`src/design/pmis_pkg.sv`:
```
package pmis_pkg;

	// datapath and program counter widths
	localparam int DATA_W       = 8;
	localparam int PC_W         = 12;
	localparam int CYC_CNT_W    = 4;
	localparam int WDT_W        = 8;
	localparam int PRESC_W      = 8;

	// one instruction cycle is four system clocks
	localparam int CLKS_PER_CYC = 4;
	localparam int CYC_SHORT    = 1;
	localparam int CYC_LONG     = 2;

	// reset and clear values
	localparam logic [WDT_W-1:0]   WDT_CLEAR_VAL = 8'h00;
	localparam logic [PRESC_W-1:0] PRESC_CLR_VAL = 8'h00;
	localparam logic [DATA_W-1:0]  ACC_RST_VAL   = 8'h00;
	localparam logic [DATA_W-1:0]  ONE_VAL       = 8'h01;
	localparam logic [DATA_W-1:0]  ZERO_VAL      = 8'h00;
	localparam logic [PC_W-1:0]    PC_RST_VAL    = 12'h000;
	localparam logic [PC_W-1:0]    PC_STEP       = 12'h001;

	// decimal adjust figures
	localparam logic [3:0] BCD_LIMIT = 4'h9;
	localparam logic [4:0] BCD_FIX   = 5'h06;

	// decoded instruction codes
	typedef enum logic [4:0] {
		OP_NO_OPERATION       = 5'h00,
		OP_WDOG_CLEAR_SINGLE  = 5'h01,
		OP_WDOG_PRECLR_FIRST  = 5'h02,
		OP_WDOG_PRECLR_SECOND = 5'h03,
		OP_COMPLEMENT_MEM     = 5'h04,
		OP_COMPLEMENT_TO_ACC  = 5'h05,
		OP_DECIMAL_ADJUST     = 5'h06,
		OP_INCREMENT_MEM      = 5'h07,
		OP_INCREMENT_TO_ACC   = 5'h08,
		OP_DECREMENT_MEM      = 5'h09,
		OP_DECREMENT_TO_ACC   = 5'h0a,
		OP_POWER_DOWN         = 5'h0b,
		OP_JUMP_DIRECT        = 5'h0c,
		OP_MOVE_MEM_TO_ACC    = 5'h0d,
		OP_MOVE_IMM_TO_ACC    = 5'h0e,
		OP_MOVE_ACC_TO_MEM    = 5'h0f,
		OP_OR_MEM_TO_ACC      = 5'h10,
		OP_OR_IMM_TO_ACC      = 5'h11,
		OP_OR_TO_MEMORY       = 5'h12,
		OP_RETURN_SUBROUTINE  = 5'h13,
		OP_RETURN_WITH_VALUE  = 5'h14,
		OP_RETURN_FROM_INT    = 5'h15,
		OP_ROTATE_LEFT_MEM    = 5'h16,
		OP_ROTATE_LEFT_TO_ACC = 5'h17
	} pmis_op_t;

	// one decoded instruction with its operand byte already read
	typedef struct packed {
		pmis_op_t            op;
		logic [DATA_W-1:0]   dataAddr;
		logic [DATA_W-1:0]   dataByte;
		logic [DATA_W-1:0]   imm;
		logic [PC_W-1:0]     jumpAddr;
	} pmis_req_t;

	// arithmetic status flags
	typedef struct packed {
		logic overflow;
		logic zero;
		logic halfCarry;
		logic carry;
	} pmis_flags_t;

endpackage : pmis_pkg

```
`src/design/pmis_core.sv`:
```
`timescale 1ns/1ns
// Notes on behaviour
// RULE1: full preclear pair zeroes watchdog, clears timeout and power-down.
// RULE2: one preclear half alone only sets its indicator.
// RULE3: memory complement inverts byte, writes back, updates zero only.
// RULE4: complement to accumulator, byte untouched, zero flag only.
// RULE5: adjust low nibble by six when above nine or half carry set.
// RULE6: carry of low fix into high nibble; high fix sets carry.
// RULE7: decimal adjust writes memory; only carry may change.
// RULE8: inc/dec byte, result to byte or accumulator, zero updated.
// RULE9: power-down stops execution; memory and registers kept.
// RULE10: halt zeroes watchdog, prescaler, timeout, sets power-down, pc+1.
// RULE11: direct jump loads program counter from instruction, flags untouched.
// RULE12: moves copy immediate or byte to accumulator, or accumulator to byte.
// RULE13: no-operation only advances program counter.
// RULE14: or with immediate or byte, to accumulator or byte, zero only.
// RULE15: subroutine return restores pc from stack in two cycles.
// RULE16: return with value restores pc and loads immediate into accumulator.
// RULE17: interrupt return restores pc and sets master interrupt enable.
// RULE18: memory left rotate, bit seven into bit zero, written back.
// RULE19: left rotate to accumulator, byte and flags untouched.
// RULE20: writing the pc low byte costs one extra instruction cycle.
// RULE21: single watchdog clear zeroes counter, timeout and power-down flags.
// RULE22: completed preclear pair resets both indicators.
// RULE23: zero flag set on all-zero result, else cleared.
module pmis_core
	import pmis_pkg::*;
#(
	parameter logic [DATA_W-1:0] PCL_ADDR = 8'h06
)(
	input  wire logic               mclk,
	input  wire logic               reset_n,
	input  wire logic               reqValid,
	input  wire pmis_req_t          req,
	input  wire logic [PC_W-1:0]    stackTop,
	input  wire logic               wakeReq,
	input  wire logic               emiClear,
	input  wire logic               statusWrEn,
	input  wire pmis_flags_t        statusWrData,
	output logic                    reqReady_r,
	output logic                    doneStrobe_r,
	output logic                    memWrEn_r,
	output logic [DATA_W-1:0]       memWrAddr_r,
	output logic [DATA_W-1:0]       memWrData_r,
	output logic                    stackPop_r,
	output logic [PC_W-1:0]         pc_r,
	output logic [DATA_W-1:0]       acc_r,
	output pmis_flags_t             flags_r,
	output logic                    emi_r,
	output logic                    halted_r,
	output logic [WDT_W-1:0]        wdtCount_r,
	output logic                    timeoutFlag_r,
	output logic                    powerdownFlag_r
);

	// decoding shared by timing and datapath
	function automatic logic writesMem(input pmis_op_t op);
		writesMem = (op == OP_COMPLEMENT_MEM) || (op == OP_DECIMAL_ADJUST)
			|| (op == OP_INCREMENT_MEM) || (op == OP_DECREMENT_MEM)
			|| (op == OP_MOVE_ACC_TO_MEM) || (op == OP_OR_TO_MEMORY)
			|| (op == OP_ROTATE_LEFT_MEM);
	endfunction : writesMem

	function automatic logic isReturn(input pmis_op_t op);
		isReturn = (op == OP_RETURN_SUBROUTINE)
			|| (op == OP_RETURN_WITH_VALUE)
			|| (op == OP_RETURN_FROM_INT);
	endfunction : isReturn

	// clocks for one instruction, minus one
	function automatic logic [CYC_CNT_W-1:0] clocksFor(input pmis_req_t r);
		int cycles;
		cycles = (isReturn(r.op) || r.op == OP_JUMP_DIRECT) ?
			CYC_LONG : CYC_SHORT; // [RULE15]
		if (writesMem(r.op) && r.dataAddr == PCL_ADDR)
			cycles = cycles + 1; // [RULE20]
		clocksFor = CYC_CNT_W'(cycles * CLKS_PER_CYC - 1);
	endfunction : clocksFor

	// bcd correction: {carry, result}
	function automatic logic [DATA_W:0] bcdAdjust(
		input logic [DATA_W-1:0] a,
		input logic              ac,
		input logic              c
	);
		logic [4:0] lo;
		logic [4:0] hi;
		logic       cOut;
		lo = {1'b0, a[3:0]};
		if (a[3:0] > BCD_LIMIT || ac)
			lo = 5'(lo + BCD_FIX); // [RULE5]
		hi = 5'({1'b0, a[7:4]} + {4'h0, lo[4]}); // [RULE6]
		cOut = c;
		if (hi > {1'b0, BCD_LIMIT} || c) begin
			hi   = 5'(hi + BCD_FIX); // [RULE6]
			cOut = 1'b1;
		end
		bcdAdjust = {cOut, hi[3:0], lo[3:0]};
	endfunction : bcdAdjust

	function automatic logic [DATA_W-1:0] rotl(input logic [DATA_W-1:0] d);
		rotl = {d[DATA_W-2:0], d[DATA_W-1]}; // [RULE18] [RULE19]
	endfunction : rotl

	logic                 busy_r;
	logic [CYC_CNT_W-1:0] cnt_r;
	pmis_req_t            cur_r;
	logic                 preFirst_r;
	logic                 preSecond_r;

	logic                 accept;
	logic                 execNow;
	logic                 isPreFirst;
	logic                 isPreSecond;
	logic                 pairNow;
	logic                 wdtClear;
	logic                 enterHalt;
	logic                 pclWrite;
	logic [DATA_W:0]      daaOut;
	logic [PC_W-1:0]      pcInc;

	logic [DATA_W-1:0]    result;
	logic                 toMem;
	logic                 toAcc;
	logic                 zeroUpd;
	logic                 carryUpd;

	logic [PC_W-1:0]      pc_nxt;
	pmis_flags_t          flags_nxt;
	logic [DATA_W-1:0]    acc_nxt;
	logic                 emi_nxt;
	logic                 ready_nxt;
	logic                 halted_nxt;

	// handshake and sequencing decode
	assign accept      = reqValid & reqReady_r;
	assign execNow     = busy_r & (cnt_r == '0);
	assign isPreFirst  = cur_r.op == OP_WDOG_PRECLR_FIRST;
	assign isPreSecond = cur_r.op == OP_WDOG_PRECLR_SECOND;
	assign pairNow     = (isPreFirst & preSecond_r)
		| (isPreSecond & preFirst_r); // [RULE1]
	assign wdtClear    = execNow & (pairNow
		| cur_r.op == OP_WDOG_CLEAR_SINGLE); // [RULE1] [RULE21]
	assign enterHalt   = execNow & (cur_r.op == OP_POWER_DOWN); // [RULE10]
	assign pclWrite    = writesMem(cur_r.op) && cur_r.dataAddr == PCL_ADDR;
	assign daaOut      = bcdAdjust(acc_r, flags_r.halfCarry, flags_r.carry);
	assign pcInc       = PC_W'(pc_r + PC_STEP);

	// per-instruction result and destination
	always_comb begin
		result   = ZERO_VAL;
		toMem    = 1'b0;
		toAcc    = 1'b0;
		zeroUpd  = 1'b0;
		carryUpd = 1'b0;
		unique case (cur_r.op)
			OP_COMPLEMENT_MEM: begin
				result  = ~cur_r.dataByte; // [RULE3]
				toMem   = 1'b1;
				zeroUpd = 1'b1;
			end
			OP_COMPLEMENT_TO_ACC: begin
				result  = ~cur_r.dataByte; // [RULE4]
				toAcc   = 1'b1;
				zeroUpd = 1'b1;
			end
			OP_DECIMAL_ADJUST: begin
				result   = daaOut[DATA_W-1:0]; // [RULE7]
				toMem    = 1'b1;
				carryUpd = 1'b1;
			end
			OP_INCREMENT_MEM, OP_INCREMENT_TO_ACC: begin
				result  = DATA_W'(cur_r.dataByte + ONE_VAL); // [RULE8]
				toMem   = cur_r.op == OP_INCREMENT_MEM;
				toAcc   = cur_r.op == OP_INCREMENT_TO_ACC;
				zeroUpd = 1'b1;
			end
			OP_DECREMENT_MEM, OP_DECREMENT_TO_ACC: begin
				result  = DATA_W'(cur_r.dataByte - ONE_VAL); // [RULE8]
				toMem   = cur_r.op == OP_DECREMENT_MEM;
				toAcc   = cur_r.op == OP_DECREMENT_TO_ACC;
				zeroUpd = 1'b1;
			end
			OP_MOVE_MEM_TO_ACC: begin
				result = cur_r.dataByte; // [RULE12]
				toAcc  = 1'b1;
			end
			OP_MOVE_IMM_TO_ACC, OP_RETURN_WITH_VALUE: begin
				result = cur_r.imm; // [RULE12] [RULE16]
				toAcc  = 1'b1;
			end
			OP_MOVE_ACC_TO_MEM: begin
				result = acc_r; // [RULE12]
				toMem  = 1'b1;
			end
			OP_OR_MEM_TO_ACC, OP_OR_TO_MEMORY: begin
				result  = acc_r | cur_r.dataByte; // [RULE14]
				toMem   = cur_r.op == OP_OR_TO_MEMORY;
				toAcc   = cur_r.op == OP_OR_MEM_TO_ACC;
				zeroUpd = 1'b1;
			end
			OP_OR_IMM_TO_ACC: begin
				result  = acc_r | cur_r.imm; // [RULE14]
				toAcc   = 1'b1;
				zeroUpd = 1'b1;
			end
			OP_ROTATE_LEFT_MEM: begin
				result = rotl(cur_r.dataByte); // [RULE18]
				toMem  = 1'b1;
			end
			OP_ROTATE_LEFT_TO_ACC: begin
				result = rotl(cur_r.dataByte); // [RULE19]
				toAcc  = 1'b1;
			end
			OP_NO_OPERATION, OP_WDOG_CLEAR_SINGLE, OP_WDOG_PRECLR_FIRST,
			OP_WDOG_PRECLR_SECOND, OP_POWER_DOWN, OP_JUMP_DIRECT,
			OP_RETURN_SUBROUTINE, OP_RETURN_FROM_INT: begin
				result = ZERO_VAL; // [RULE13]
			end
			default: begin
				result = ZERO_VAL;
			end
		endcase
	end

	// program counter: jump, return, low-byte load, else step by one
	assign pc_nxt = !execNow ? pc_r :
		(cur_r.op == OP_JUMP_DIRECT) ? cur_r.jumpAddr : // [RULE11]
		isReturn(cur_r.op) ? stackTop : // [RULE15] [RULE16] [RULE17]
		pclWrite ? {pcInc[PC_W-1:DATA_W], result} : pcInc; // [RULE10]

	// flags: execution wins over the external preset in the same cycle
	always_comb begin
		flags_nxt = flags_r;
		if (execNow) begin
			if (zeroUpd)
				flags_nxt.zero = (result == ZERO_VAL); // [RULE23]
			if (carryUpd)
				flags_nxt.carry = daaOut[DATA_W]; // [RULE6] [RULE7]
		end else if (statusWrEn) begin
			flags_nxt = statusWrData;
		end
	end

	assign acc_nxt = (execNow & toAcc) ? result : acc_r;
	// interrupt return setting wins over a clear in the same cycle
	assign emi_nxt = (execNow & cur_r.op == OP_RETURN_FROM_INT) ? 1'b1 :
		emiClear ? 1'b0 : emi_r; // [RULE17]

	// halt holds off new requests until wake; state is kept meanwhile
	assign halted_nxt = enterHalt ? 1'b1 :
		wakeReq ? 1'b0 : halted_r; // [RULE9]
	assign ready_nxt = accept ? 1'b0 :
		execNow ? !enterHalt :
		(halted_r & wakeReq) ? 1'b1 : reqReady_r; // [RULE9]

	// sequencer: latch request, count down the instruction clocks
	always_ff @(posedge mclk) begin
		if (!reset_n) begin
			busy_r <= 1'b0;
			cnt_r  <= '0;
			cur_r  <= '0;
		end else if (accept) begin
			busy_r <= 1'b1;
			cnt_r  <= clocksFor(req); // [RULE15] [RULE20]
			cur_r  <= req;
		end else if (execNow) begin
			busy_r <= 1'b0;
		end else if (busy_r) begin
			cnt_r <= cnt_r - 1'b1;
		end
	end

	// preclear indicators
	always_ff @(posedge mclk) begin
		if (!reset_n) begin
			preFirst_r  <= 1'b0;
			preSecond_r <= 1'b0;
		end else if (execNow & pairNow) begin
			preFirst_r  <= 1'b0; // [RULE22]
			preSecond_r <= 1'b0;
		end else if (execNow) begin
			preFirst_r  <= preFirst_r | isPreFirst; // [RULE2]
			preSecond_r <= preSecond_r | isPreSecond;
		end
	end

	// architectural state and strobes
	always_ff @(posedge mclk) begin
		if (!reset_n) begin
			reqReady_r   <= 1'b1;
			doneStrobe_r <= 1'b0;
			memWrEn_r    <= 1'b0;
			memWrAddr_r  <= ZERO_VAL;
			memWrData_r  <= ZERO_VAL;
			stackPop_r   <= 1'b0;
			pc_r         <= PC_RST_VAL;
			acc_r        <= ACC_RST_VAL;
			flags_r      <= '0;
			emi_r        <= 1'b0;
			halted_r     <= 1'b0;
		end else begin
			reqReady_r   <= ready_nxt;
			doneStrobe_r <= execNow;
			memWrEn_r    <= execNow & toMem;
			memWrAddr_r  <= execNow ? cur_r.dataAddr : memWrAddr_r;
			memWrData_r  <= execNow ? result : memWrData_r;
			stackPop_r   <= execNow & isReturn(cur_r.op);
			pc_r         <= pc_nxt;
			acc_r        <= acc_nxt;
			flags_r      <= flags_nxt;
			emi_r        <= emi_nxt;
			halted_r     <= halted_nxt;
		end
	end

	// watchdog counter, prescaler and its two flags
	pmis_watchdog u_watchdog (
		.mclk        (mclk),
		.reset_n     (reset_n),
		.clearAll    (wdtClear),
		.enterHalt   (enterHalt),
		.count_r     (wdtCount_r),
		.timeout_r   (timeoutFlag_r),
		.powerdown_r (powerdownFlag_r)
	);
endmodule : pmis_core

```
`src/design/pmis_watchdog.sv`:
```
`timescale 1ns/1ns
module pmis_watchdog
	import pmis_pkg::*;
(
	input  wire logic               mclk,
	input  wire logic               reset_n,
	input  wire logic               clearAll,
	input  wire logic               enterHalt,
	output logic [WDT_W-1:0]        count_r,
	output logic                    timeout_r,
	output logic                    powerdown_r
);

	logic [PRESC_W-1:0] presc_r;
	logic [PRESC_W-1:0] presc_nxt;
	logic [WDT_W-1:0]   count_nxt;
	logic               timeout_nxt;
	logic               powerdown_nxt;
	logic               prescWrap;
	logic               overflow;

	// prescaler carry advances the counter; counter wrap is a timeout
	assign prescWrap = &presc_r;
	assign overflow  = prescWrap & (&count_r);

	// both clears zero counter and prescaler
	assign presc_nxt = (clearAll | enterHalt) ? PRESC_CLR_VAL :
		PRESC_W'(presc_r + 1'b1); // [RULE10]
	assign count_nxt = (clearAll | enterHalt) ? WDT_CLEAR_VAL :
		prescWrap ? WDT_W'(count_r + 1'b1) : count_r; // [RULE1] [RULE21]

	// an overflow in the clearing cycle still flags, so no timeout is lost
	assign timeout_nxt = overflow ? 1'b1 :
		(clearAll | enterHalt) ? 1'b0 : timeout_r; // [RULE1] [RULE10]
	assign powerdown_nxt = enterHalt ? 1'b1 :
		clearAll ? 1'b0 : powerdown_r; // [RULE10] [RULE21]

	// flag and counter state
	always_ff @(posedge mclk) begin
		if (!reset_n) begin
			presc_r     <= PRESC_CLR_VAL;
			count_r     <= WDT_CLEAR_VAL;
			timeout_r   <= 1'b0;
			powerdown_r <= 1'b0;
		end else begin
			presc_r     <= presc_nxt;
			count_r     <= count_nxt;
			timeout_r   <= timeout_nxt;
			powerdown_r <= powerdown_nxt;
		end
	end

endmodule : pmis_watchdog

```
`config.mk`:
```
export PLATFORM = sky130hd
export DESIGN_NAME = pmis_core
export DESIGN_NICKNAME = d
export VERILOG_FILES = /design/src/design/pmis_pkg.sv /design/src/design/pmis_core.sv /design/src/design/pmis_watchdog.sv
export SDC_FILE = /design/constraint.sdc
export NUM_CORES = 1
export LEC_CHECK = 0
export ABC_CLOCK_PERIOD_IN_PS = 3020
export BUFFER_PORTS_ARGS = -buffer_cell sky130_fd_sc_hd__buf_2
export CAP_MARGIN = 5
export CORE_UTILIZATION = 58
export CTS_BUF_LIST = sky130_fd_sc_hd__clkbuf_2
export DETAILED_ROUTE_END_ITERATION = 10
export GPL_TIMING_DRIVEN = 0
export HOLD_SLACK_MARGIN = 0.06
export PLACE_DENSITY = 0.89
export SYNTH_ARGS = -nofsm -noshare
export SYNTH_HDL_FRONTEND = slang
export SYNTH_SLANG_ARGS = --single-unit
```
`constraint.sdc`:
```
create_clock -name mclk -period 3.02 [get_ports mclk]
set_clock_uncertainty 0.05 [all_clocks]
set_input_delay 0.151 -clock mclk [delete_from_list [all_inputs] [get_ports mclk]]
set_output_delay 0.151 -clock mclk [all_outputs]
set_load 0.05 [all_outputs]
```
Word level (Yosys, flattened, before mapping)
Cells that the tools add are included.
{"block": "word_totals", "out_inout_bits": 56, "reg_bits": 112}
{"block": "op_classes", "eq_ne": 40, "add_sub_neg": 11, "n_reduce_logical": 49, "muxes": 36, "n_bitwise": 23, "order_cmp": 2}
{"op": "case mux 8 bit (10 select lines)", "count": 1}
{"op": "equality test 5 bit (second input constant)", "count": 13}
{"op": "equality test 5 x 4 -> 1 bit (second input constant)", "count": 11}
{"op": "equality test 5 x 3 -> 1 bit (second input constant)", "count": 7}
{"op": "adder 8 x 1 -> 8 bit (second input constant)", "count": 3}
{"op": "two-way mux 12 bit", "count": 2}
{"op": "two-way mux 1 bit", "count": 20}
{"op": "logical OR 1 bit", "count": 19}
{"op": "equality test 8 x 3 -> 1 bit (second input constant)", "count": 2}
{"op": "two-way mux 4 bit", "count": 4}
{"op": "OR 8 bit", "count": 2}
{"op": "AND reduction 8 bit", "count": 2}
{"op": "OR reduction 2 bit", "count": 8}
{"op": "nonzero test 2 bit", "count": 7}
{"op": "bitwise AND 1 bit", "count": 13}
{"op": "adder 12 x 1 -> 12 bit (second input constant)", "count": 1}
{"op": "equality test 5 x 2 -> 1 bit (second input constant)", "count": 2}
{"op": "OR reduction 9 bit", "count": 1}
{"op": "zero test 8 bit", "count": 1}
{"op": "two-way mux 2 bit", "count": 4}
{"op": "two-way mux 8 bit", "count": 1}
{"op": "NOT 8 bit", "count": 1}
{"op": "case mux 1 bit (4 select lines)", "count": 2}
{"op": "subtractor 8 x 1 -> 8 bit (second input constant)", "count": 1}
{"op": "other kinds (23)", "count": 33}

Logic depth before layout (Yosys ltp)
Gate-level depths: netlist (run 1).
{"block": "depth", "word_depth": 13, "ltp_mapped": 12, "depth_no_buf": 11}

Cells and area by module
Synthesis (run 1) repeated with hierarchy kept, for this count alone.
{"block": "hier_totals", "cells_unflattened": 818, "area_unflattened_um2": 6339.8}
{"mod": "pmis_core", "n_inst": 1, "cells_each": 726, "seq_area_each_um2": 1881.8, "area_each_um2": 5504.0}
{"mod": "pmis_watchdog", "n_inst": 1, "cells_each": 92, "seq_area_each_um2": 360.3, "area_each_um2": 835.8}

Least setup slack after synthesis (run 1)
Ideal clock, no wire load.
{"block": "synth_timing", "kind": "register -> register", "start": "register acc_r[3]", "end": "register pc_r[6]", "path_buffers": 1, "t_arrival_ns": 2.744, "slack_ns": 0.103, "setup_ns": 0.123, "synth_period_minus_slack_ns": 2.917, "path_stages_with_launch": 12, "path_cell_list": "dfxtp_1 clkbuf_1 o21a_1 ha_1 ha_1 inv_1 a21oi_1 o311ai_2 mux2i_1 a221o_1 a211oi_1 o31ai_1"}
{"block": "synth_between", "elab_chain_len": 11, "word_cells_on_any_way": 13}
{"element": "start, declared", "line": "pmis_core.sv:47", "text": "output logic [DATA_W-1:0] acc_r,"}
{"element": "start signal, assigned", "line": "pmis_core.sv:310", "text": "acc_r <= acc_nxt;"}
{"element": "> comparator 4 bit", "line": "pmis_core.sv:90", "text": "if (a[3:0] > BCD_LIMIT || ac)"}
{"element": "logical OR 1 bit", "line": "pmis_core.sv:90"}
{"element": "two-way mux 5 bit *", "line": "pmis_core.sv:90"}
{"element": "adder 4 x 1 -> 5 bit *", "line": "pmis_core.sv:92", "text": "hi = 5'({1'b0, a[7:4]} + {4'h0, lo[4]});"}
{"element": "> comparator 5 x 4 -> 1 bit", "line": "pmis_core.sv:94", "text": "if (hi > {1'b0, BCD_LIMIT} || c) begin"}
{"element": "logical OR 1 bit", "line": "pmis_core.sv:94"}
{"element": "two-way mux 4 bit *", "line": "pmis_core.sv:94"}
{"element": "case mux 8 bit (10 select lines) *", "line": "pmis_core.sv:156", "text": "unique case (cur_r.op)"}
{"element": "two-way mux 8 bit *", "line": "pmis_core.sv:230", "text": "pclWrite ? {pcInc[PC_W-1:DATA_W], result} : pcInc;"}
{"element": "two-way mux 12 bit *", "line": "pmis_core.sv:229", "text": "isReturn(cur_r.op) ? stackTop :"}
{"element": "two-way mux 12 bit *", "line": "pmis_core.sv:228", "text": "(cur_r.op == OP_JUMP_DIRECT) ? cur_r.jumpAddr :"}
{"element": "end signal, assigned", "line": "pmis_core.sv:309", "text": "pc_r <= pc_nxt;"}
{"element": "end, declared", "line": "pmis_core.sv:46", "text": "output logic [PC_W-1:0] pc_r,"}
Mark *: on every way between the ends. The rest lies on a longest branch, timed or not.
A chain may end at the register's enable or synchronous reset.

Final worst setup path (run 1)
{"block": "layout_timing", "start": "register acc_r[2]", "end": "register pc_r[6]"}
Same word-level chain as after synthesis.

==> flow_metrics.py, run 1 <==
metrics = {
    "outcome": {
        "status": "finished, violations left",
        "violations": "design-rule violations",
    },
    "setup_path": {
        "crit_arrival_ns": 3.46,
        "r2r_end": "pc_r[6]",
        "crit_type": "flip-flop to flip-flop",
        "rr_startpoint": "acc_r[2]",
        "crit_path_end_kind": "flip-flop",
        "cp-start-kind": "flip-flop",
        "cp_max_fo": 10,
        "reg2reg_setup_slack_ns": 0.09,
        "critPathCapture": "pc_r[6]",
        "crit_start": "acc_r[2]",
        "ff2ff_path_depth": 10,
        "cp.required_ns": 3.55,
    },
    "sta": {
        "finalCritPeriodShare_pct": 97.1,
        "fin_crit_ns": 2.93,
        "worst_pin_slew_ns": 0.712,
        "slew_headroom_pct": 52.6,
        "grt_setup_unrepaired": "yes",
        "slew_viol_final": 0,
        "hold_violations": 0,
        "setup_violations": 0,
        "clock.fmax_ghz": 0.341,
        "worst_slack_ns": 0.0864,
        "fin_hold_ws_ns": 0.0706,
    },
    "drt": {
        "ant_nets": 0,
        "post_drt_via_cell_ratio": 6.17,
        "firstDrtPassIters": 11,
        "wl_per_cell_um": 18.8,
        "vias": 6949,
        "wl_mm": 21.1,
        "drt_iter0_markers": 729,
        "drc": 1,
    },
    "grt": {
        "grtUsageTotal_pct": 37.9,
        "antenna_found_initial": 0,
        "grt_pass1_wl_mm": 33.0,
        "grt_max_degree": 22,
        "grt_pass1_vias": 6703,
        "gr-total-overflow": 0,
    },
    "layout": {
        "final_util_pct": 75.2,
        "synthToLayoutAreaGrowth_pct": 26.6,
        "antennaDiodeCount": 0,
        "design_area_um2": 7730,
        "finalNetCount": 1065,
        "area.sequential_um2": 2250,
        "drive_above_1_share_pct": 18.8,
        "fillerInstances": 770,
        "multi_input_area_um2": 3600,
    },
    "synth": {
        "synth_most_common_cell": "nand2_1",
        "netlist.area_leader.share_pct": 36.7,
        "synth_area_um2": 6110,
        "synth_commonest_cells": "134 x nand2_1, 112 x dfxtp_1, 94 x a21oi_1",
        "synth_edf_count": 0,
        "yosysSeqAreaShare_pct": 36.7,
        "synth_cell_type_count": 73,
        "syn_nets": 869,
        "synth_cells": 789,
        "ys_ff_latch": 112,
        "syn-mean-instance-area_um2": 7.74,
        "synthTopCellsByArea": "dfxtp_1 37%, nand2_1 8.2%, a21oi_1 7.7%, nor2_1 4.8%, ha_1 3.3%",
        "async_flop_share_pct": 0,
        "synth_area_leader_cell": "dfxtp_1",
        "yosys_warnings": 0,
        "ys.flop_type": "dfxtp_1",
    },
    "hold_path": {
        "hold_path_depth": 5,
        "min_path_type": "input port to flip-flop",
    },
    "power": {
        "p_leak_uw": 0.00321,
        "peakVddDrop_v": 0.000308,
        "power_density_nw_per_um2": 400,
    },
    "floorplanning": {
        "die_h_um": 105,
        "core_um2": 10300,
        "ios": 119,
        "die_x_um": 105,
        "initial_core_util_pct": 59.4,
        "rows": 37,
        "die-area_um2": 10900,
    },
    "placement": {
        "place.gp.congestion": 0.989,
        "dp_slack_ns": -0.130,
        "placed_area_um2": 6860,
        "io_buffer_count": 117,
        "place_hpwl_mm": 13.5,
    },
    "job": {
        "cap_violations": 0,
    },
    "clock_network": {
        "tritoncts": "done",
        "clk_pin_slew_worst_paths_ns": 0.39,
        "clk_latency_ns": 0.66,
        "cts_max_level": 3,
        "clockRootBuffer": "clkbuf_2",
        "clock_path_buffers": 2,
        "cts_buffers": 9,
        "clkSinkCount": 112,
    },
}
[worst min-delay path by stage]
stage / endpoint / from / slack, ns
4_1_cts: cur_r[34] / reqValid / 0.07
5_1_grt: cur_r[34] / reqValid / 0.07
6_report: cur_r[34] / reqValid / 0.07
2_1_floorplan: cur_r[0] / req[0] / 0.24
3_3_place_gp: cur_r[23] / req[23] / 0.34
3_5_place_dp: cur_r[6] / req[6] / 0.35
[stage by stage]
stage	TNS, ns	instances	power, uW
after floorplan	0	789	2090
after global routing	-0.0124	1126	3210
after global placement	-0.191	1042	2280
final	0	1126	3090
after detailed placement	-0.248	1042	2290
after CTS	0	1122	3020
[kinds of logic (layout without fill, tap and decap cells)]
kind of cell / count (synthesis) / count (layout) / share of synthesized area, %
flip-flops: 112 / 112 / 36.7
multiplexers: 11 / 11 / 1.84
XOR/XNOR: 35 / 35 / 5.14
AO/OA/AOI/OAI: 211 / 211 / 22.2
AND/OR/NAND/NOR: 331 / 331 / 25.3
buffers and inverters: 72 / 273 / 5.12
adder cells (fa/ha/maj): 17 / 17 / 3.61
[state kept, by name (all words and copies together), names as in the netlist, 4 cells and up]
name and flops:
memWrData_r 8, cnt_r 4, u_watchdog.count_r 8, flags_r 4, cur_r 41, pc_r 12
memWrAddr_r 8, acc_r 8, u_watchdog.presc_r 8
[what timing repair did]
action                                  4_1_cts  5_1_grt
hold buffers                                 66        0
gates resized for setup                       2       15
pin swaps                                     1        5
hold endpoints to repair                     69        0
setup buffers                                 1        4
endpoints found under the setup margin        4       13
[cells in the final DEF (no fill, tap or decap), types with 7 or more instances in the layout]
cell           count
nor2_1            78
ha_1              15
nand2b_1          11
clkbuf_2           9
mux2i_1            9
nor3b_1            7
buf_2            127
inv_1             18
a21oi_1           92
nand3_1           29
nand2_1          134
dlygate4sd3_1     66
o21ai_0           27
nor3_1            14
xnor2_1           19
nand4_1            8
a211oi_1          16
xor2_1            15
dfxtp_1          107
clkbuf_1          29
buf_4             11
[metal layers]
metal  wire, um  global-route usage [%]  vias up
met2       9850                    62.8      541
met1       7810                    45.3     3091
met4       1310                    24.4        0
met5          0                       0        -
li1           -                       -     3180
met3       2180                    6.67      137
[layout make-up]
cell class,count,share of cell area [%]
Multi-Input combinational cell,605,46.6
Sequential cell,112,29.1
Timing Repair Buffer,188,16.6
Buffer,48,2.88
Tap cell,136,2.20
Inverter,21,1.07
Clock inverter,7,0.939
Clock buffer,9,0.583
[critical path, cell delays in order, from the launching register on]
cell and delay, ns:
dfxtp_2 0.46, o21a_1 0.19, ha_1 0.22, ha_1 0.36, inv_1 0.12, a21oi_1 0.08
o311ai_2 0.41, mux2i_1 0.14, a221o_1 0.35, a211oi_1 0.38, o31ai_1 0.14
[report_power, final]
group          internal, uW  total (uW)  switching (uW)
combinational           285         751             466
clock                   133         699             566
sequential             1560        1640            79.8
total                  1980        3090            1110
Note: power is estimated with default switching activity, not from simulation.
==> inputs of run 2 (changes only) <==
--- a/config.mk
+++ b/config.mk
@@ -8,7 +8,9 @@
 export ABC_CLOCK_PERIOD_IN_PS = 3020
 export BUFFER_PORTS_ARGS = -buffer_cell sky130_fd_sc_hd__buf_2
 export CAP_MARGIN = 5
-export CORE_UTILIZATION = 58
+export CELL_PAD_IN_SITES_DETAIL_PLACEMENT = 0
+export CELL_PAD_IN_SITES_GLOBAL_PLACEMENT = 1
+export CORE_UTILIZATION = 42
 export CTS_BUF_LIST = sky130_fd_sc_hd__clkbuf_2
 export DETAILED_ROUTE_END_ITERATION = 10
 export GPL_TIMING_DRIVEN = 0
==> flow_metrics.py, run 2 (synthesis results as in run 1) <==
metrics = {
    "sta": {
        "worst_pin_slew_ns": 0.735,
        "hold_violations": 0,
        "clock.fmax_ghz": 0.342,
        "grt_setup_unrepaired": "no",
        "fin_crit_ns": 2.93,
        "slew_headroom_pct": 51.0,
        "slew_viol_final": 0,
        "setup_tns_ns": 0,
        "setup_violations": 0,
        "worst_slack_ns": 0.0930,
        "finalCritPeriodShare_pct": 96.9,
    },
    "power": {
        "p_leak_uw": 0.00332,
        "peakVddDrop_v": 0.000306,
        "power_density_nw_per_um2": 402,
        "finalPower_uw": 3190,
    },
    "setup_path": {
        "cp.required_ns": 3.62,
        "crit_path_end_kind": "flip-flop",
        "ff2ff_path_depth": 12,
        "crit_type": "flip-flop to flip-flop",
        "cp-start-kind": "flip-flop",
        "cp_max_fo": 10,
        "crit_arrival_ns": 3.52,
    },
    "clock_network": {
        "cts_buffers": 9,
        "cts_max_level": 3,
        "clockRootBuffer": "clkbuf_2",
        "tritoncts": "done",
        "clkSinkCount": 112,
        "clk_latency_ns": 0.68,
        "clk_pin_slew_worst_paths_ns": 0.33,
        "clock_path_buffers": 2,
    },
    "drt": {
        "wl_per_cell_um": 17.0,
        "ant_nets": 0,
        "drt_iter0_markers": 477,
        "post_drt_via_cell_ratio": 5.60,
        "wl_mm": 20.1,
        "firstDrtPassIters": 5,
        "vias": 6624,
        "drc": 0,
    },
    "outcome": {
        "status": "finished clean",
    },
    "layout": {
        "largestRegisters": "cur_r x41, pc_r x12",
        "multi_input_area_um2": 3600,
        "final_util_pct": 56.5,
        "design_area_um2": 7930,
        "synthToLayoutAreaGrowth_pct": 29.9,
        "final_cell_mix": "133 x nand2_1, 126 x buf_2, 108 x dfxtp_1",
        "largest_register_ffs": 41,
        "drive_above_1_share_pct": 18.6,
        "area.sequential_um2": 2250,
        "layout_commonest_cell": "nand2_1",
        "fillerInstances": 1337,
        "finalNetCount": 1076,
        "top_register": "cur_r",
    },
    "grt": {
        "grtUsageTotal_pct": 27.4,
        "antenna_found_initial": 1,
        "gr-total-overflow": 0,
        "grt_pass1_wl_mm": 31.7,
        "grt_pass1_vias": 6145,
        "grt_max_degree": 22,
    },
    "floorplanning": {
        "die_h_um": 123,
        "die-area_um2": 15000,
        "die_x_um": 123,
        "core_um2": 14000,
        "ios": 119,
        "rows": 43,
        "initial_core_util_pct": 43.5,
    },
    "placement": {
        "dp_slack_ns": -0.198,
        "place_hpwl_mm": 14.1,
        "placed_area_um2": 6920,
        "io_buffer_count": 117,
        "place.gp.congestion": 0.961,
    },
    "hold_path": {
        "hold_path_depth": 4,
        "min_path_type": "input port to flip-flop",
    },
    "job": {
        "cap_violations": 0,
    },
}
==> run 2: metrics by stage <==
stage                     cells  hold slack [ns]
after floorplan             789            0.237
after global placement     1086            0.346
after detailed placement   1086            0.349
after CTS                  1180            0.109
after global routing       1182           0.0994
final                      1182            0.161
==> run 2: cell type report <==
type | count | share of cell area, %
Buffer | 47 | 2.76
Inverter | 21 | 1.03
Sequential cell | 112 | 28.4
Clock inverter | 7 | 1.25
Clock buffer | 9 | 0.568
Tap cell | 180 | 2.84
Timing Repair Buffer | 200 | 17.7
Multi-Input combinational cell | 605 | 45.4
Antenna cell | 1 | 0.0315
==> run 2: metal layers <==
metal	global-route usage (%)	wire, um	share of wire (%)	up-vias
li1	-	-	-	3208
met1	35.5	8960	45	3116
met2	43.9	9240	46	262
met3	6.55	1390	6.9	38
met4	10.1	529	2.6	0
met5	0	0	0	-
==> run 2: critical path, stage by stage, from the launching register on <==
cell	delay, ns
dfxtp_4	0.42
buf_6	0.13
xnor2_1	0.12
or3_4	0.43
inv_4	0.10
ha_1	0.30
a21oi_1	0.21
a21oi_1	0.09
o211ai_1	0.26
and4_4	0.32
nand2_1	0.06
nor4_1	0.23
a41o_1	0.20
==> run 2: worst paths after layout <==
kind                       start              to  slack [ns]
setup reg to reg       cur_r[37]      flags_r[2]        0.09
hold reg to reg   memWrAddr_r[1]  memWrAddr_r[1]        0.43
hold / removal           req[10]       cur_r[10]        0.16
setup / recovery       cur_r[37]      flags_r[2]        0.09
==> run 2: timing repair <==
action	4_1_cts	5_1_grt
setup buffers	1	3
endpoints found under the hold margin	73	0
pin swaps	1	6
hold buffers	79	0
resized for setup	5	16
endpoints found under the setup margin	9	11
==> run 2: where the power goes <==
group | internal (uW) | switching, uW
logic | 296 | 455
registers | 1560 | 75.5
clock network | 218 | 583
total | 2070 | 1110
==> inputs of run 3 (changes only) <==
--- a/config.mk
+++ b/config.mk
@@ -15,7 +15,7 @@
 export DETAILED_ROUTE_END_ITERATION = 10
 export GPL_TIMING_DRIVEN = 0
 export HOLD_SLACK_MARGIN = 0.06
-export PLACE_DENSITY = 0.89
+export PLACE_DENSITY_LB_ADDON = 0.1
 export SYNTH_ARGS = -nofsm -noshare
 export SYNTH_HDL_FRONTEND = slang
 export SYNTH_SLANG_ARGS = --single-unit
==> flow_metrics.py, run 3 (synthesis results as in run 1) <==
metrics = {
    "clock_network": {
        "clk_latency_ns": 0.69,
        "cts_buffers": 9,
        "clkSinkCount": 112,
        "clockRootBuffer": "clkbuf_2",
        "cts_max_level": 3,
        "clk_pin_slew_worst_paths_ns": 0.36,
        "clock_path_buffers": 2,
        "tritoncts": "done",
    },
    "setup_path": {
        "crit_path_end_kind": "flip-flop",
        "ff2ff_path_depth": 11,
        "cp.required_ns": 3.62,
        "crit_path_top_delay_cell": "or3_4",
        "slowest_delay_ns": 0.43,
        "crit_type": "flip-flop to flip-flop",
        "cp_common_cell": "nand2b_1",
        "cp-start-kind": "flip-flop",
        "crit_chain": "nand2b_1 -> or3_4 -> inv_4 -> ha_2 -> a21o_1 -> a2bb2oi_2 -> nand2b_1 -> xor2_1 -> a221oi_4 -> nand2_1 -> a32o_1",
        "reg2reg_setup_slack_ns": 0.12,
        "crit_arrival_ns": 3.51,
        "worst-path-buf-inv": 1,
        "cp_num_cells": 11,
        "cp_max_fo": 6,
        "path_delay_family": "compound AO/OA/AOI/OAI gates",
    },
    "grt": {
        "grt_max_degree": 23,
        "gr-total-overflow": 0,
        "grt_pass1_vias": 6153,
        "antenna_found_initial": 1,
        "grtUsageTotal_pct": 28.8,
        "grt_pass1_wl_mm": 32.6,
    },
    "layout": {
        "largestRegisters": "cur_r x41, pc_r x12",
        "top_register": "cur_r",
        "final_util_pct": 56.9,
        "drive_above_1_share_pct": 18.9,
        "layout_commonest_cell": "nand2_1",
        "synthToLayoutAreaGrowth_pct": 30.8,
        "final_cell_mix": "133 x nand2_1, 126 x buf_2, 107 x dfxtp_1",
        "largest_register_ffs": 41,
        "finalNetCount": 1082,
        "design_area_um2": 7990,
    },
    "sta": {
        "slew_viol_final": 0,
        "clock.fmax_ghz": 0.344,
        "hold_violations": 0,
        "grt_setup_unrepaired": "yes",
        "setup_tns_ns": 0,
        "fin_crit_ns": 2.90,
        "setup_violations": 0,
        "finalCritPeriodShare_pct": 96.2,
        "worst_slack_ns": 0.116,
        "worst_pin_slew_ns": 0.894,
        "slew_headroom_pct": 40.3,
    },
    "placement": {
        "io_buffer_count": 117,
        "place.gp.congestion": 0.917,
        "dp_slack_ns": -0.252,
        "placed_area_um2": 6920,
        "place_hpwl_mm": 15.2,
    },
    "drt": {
        "vias": 6679,
        "ant_nets": 0,
        "firstDrtPassIters": 5,
        "m1WireLength_mm": 9.66,
        "dr.max_layer_used": "met4",
        "wl_mm": 21.3,
        "post_drt_via_cell_ratio": 5.62,
        "wl_per_cell_um": 17.9,
        "drt_iter0_markers": 496,
        "drc": 0,
        "wl_met3_mm": 1.16,
        "route.met2.wl_mm": 9.95,
    },
    "power": {
        "power_density_nw_per_um2": 395,
        "finalPower_uw": 3150,
        "peakVddDrop_v": 0.000294,
        "p_leak_uw": 0.00334,
    },
    "floorplanning": {
        "die_x_um": 123,
        "die_h_um": 123,
        "rows": 43,
        "ios": 119,
        "core_um2": 14000,
        "initial_core_util_pct": 43.5,
        "die-area_um2": 15000,
    },
    "hold_path": {
        "hold_path_depth": 4,
        "min_path_type": "input port to flip-flop",
    },
    "outcome": {
        "status": "finished clean",
    },
    "job": {
        "cap_violations": 0,
    },
}
-- run 3: cell types whose count changed in the layout (fill, tap and decap cells not counted), moves of 2 or more --
cell	delta
dlygate4sd3_1	+6
xnor2_2	+2
inv_6	+3
xnor2_1	-2
-- run 3: stage by stage --
| step | hold slack, ns | cells |
|---|---|---|
| 2_1_floorplan | 0.237 | 789 |
| 3_3_place_gp | 0.342 | 1086 |
| 3_5_place_dp | 0.349 | 1086 |
| 4_1_cts | 0.118 | 1185 |
| 5_1_grt | 0.114 | 1188 |
| 6_report | 0.159 | 1188 |
-- run 3: metal layers --
layer  track usage, %  up-vias
li1                 -     3226
met1             37.9     3184
met2             47.6      235
met3             4.55       34
met4             9.76        0
met5                0        -
-- run 3: area by class of cell --
type / count / area (um2)
fill: 1330 / 6050
multi-input combinational: 605 / 3620
sequential: 112 / 2250
timing repair buffer: 206 / 1470
tap: 180 / 225
buffer: 47 / 218
inverter: 21 / 81.3
clock inverter: 7 / 76.3
clock buffer: 9 / 45.0
antenna: 1 / 2.50
-- run 3: repair_timing --
item                                    CTS  global route
endpoints found under the setup margin    9            10
gates resized for setup                   5            19
endpoints found under the hold margin    75             0
pin swaps                                 1             5
setup buffers                             1             3
hold buffers                             85             0
-- run 3: power breakdown --
group,switching (uW),internal [uW],leakage (uW)
sequential,80.6,1560,0.000916
combinational,464,302,0.00235
clock,602,146,0.0000738
total,1150,2010,0.00334
-- run 3: path summary, 6_finish.rpt --
| path | endpoint | startpoint |
|---|---|---|
| setup reg to reg | pc_r[5] | cur_r[40] |
| hold reg to reg | memWrAddr_r[7] | cur_r[35] |
| hold / removal | cur_r[13] | req[13] |
| setup / recovery | pc_r[5] | cur_r[40] |
-- run 3: worst register-to-register path, delay by kind of cell (launching register included) --
family,cells,cell delay (ns)
buffers and inverters,1,0.10
xor gates and xnor gates,1,0.17
and+or+nand+nor,4,0.89
AOI/OAI and AO/OA,4,0.99
DFF,1,0.40
adders and majority gates,1,0.30
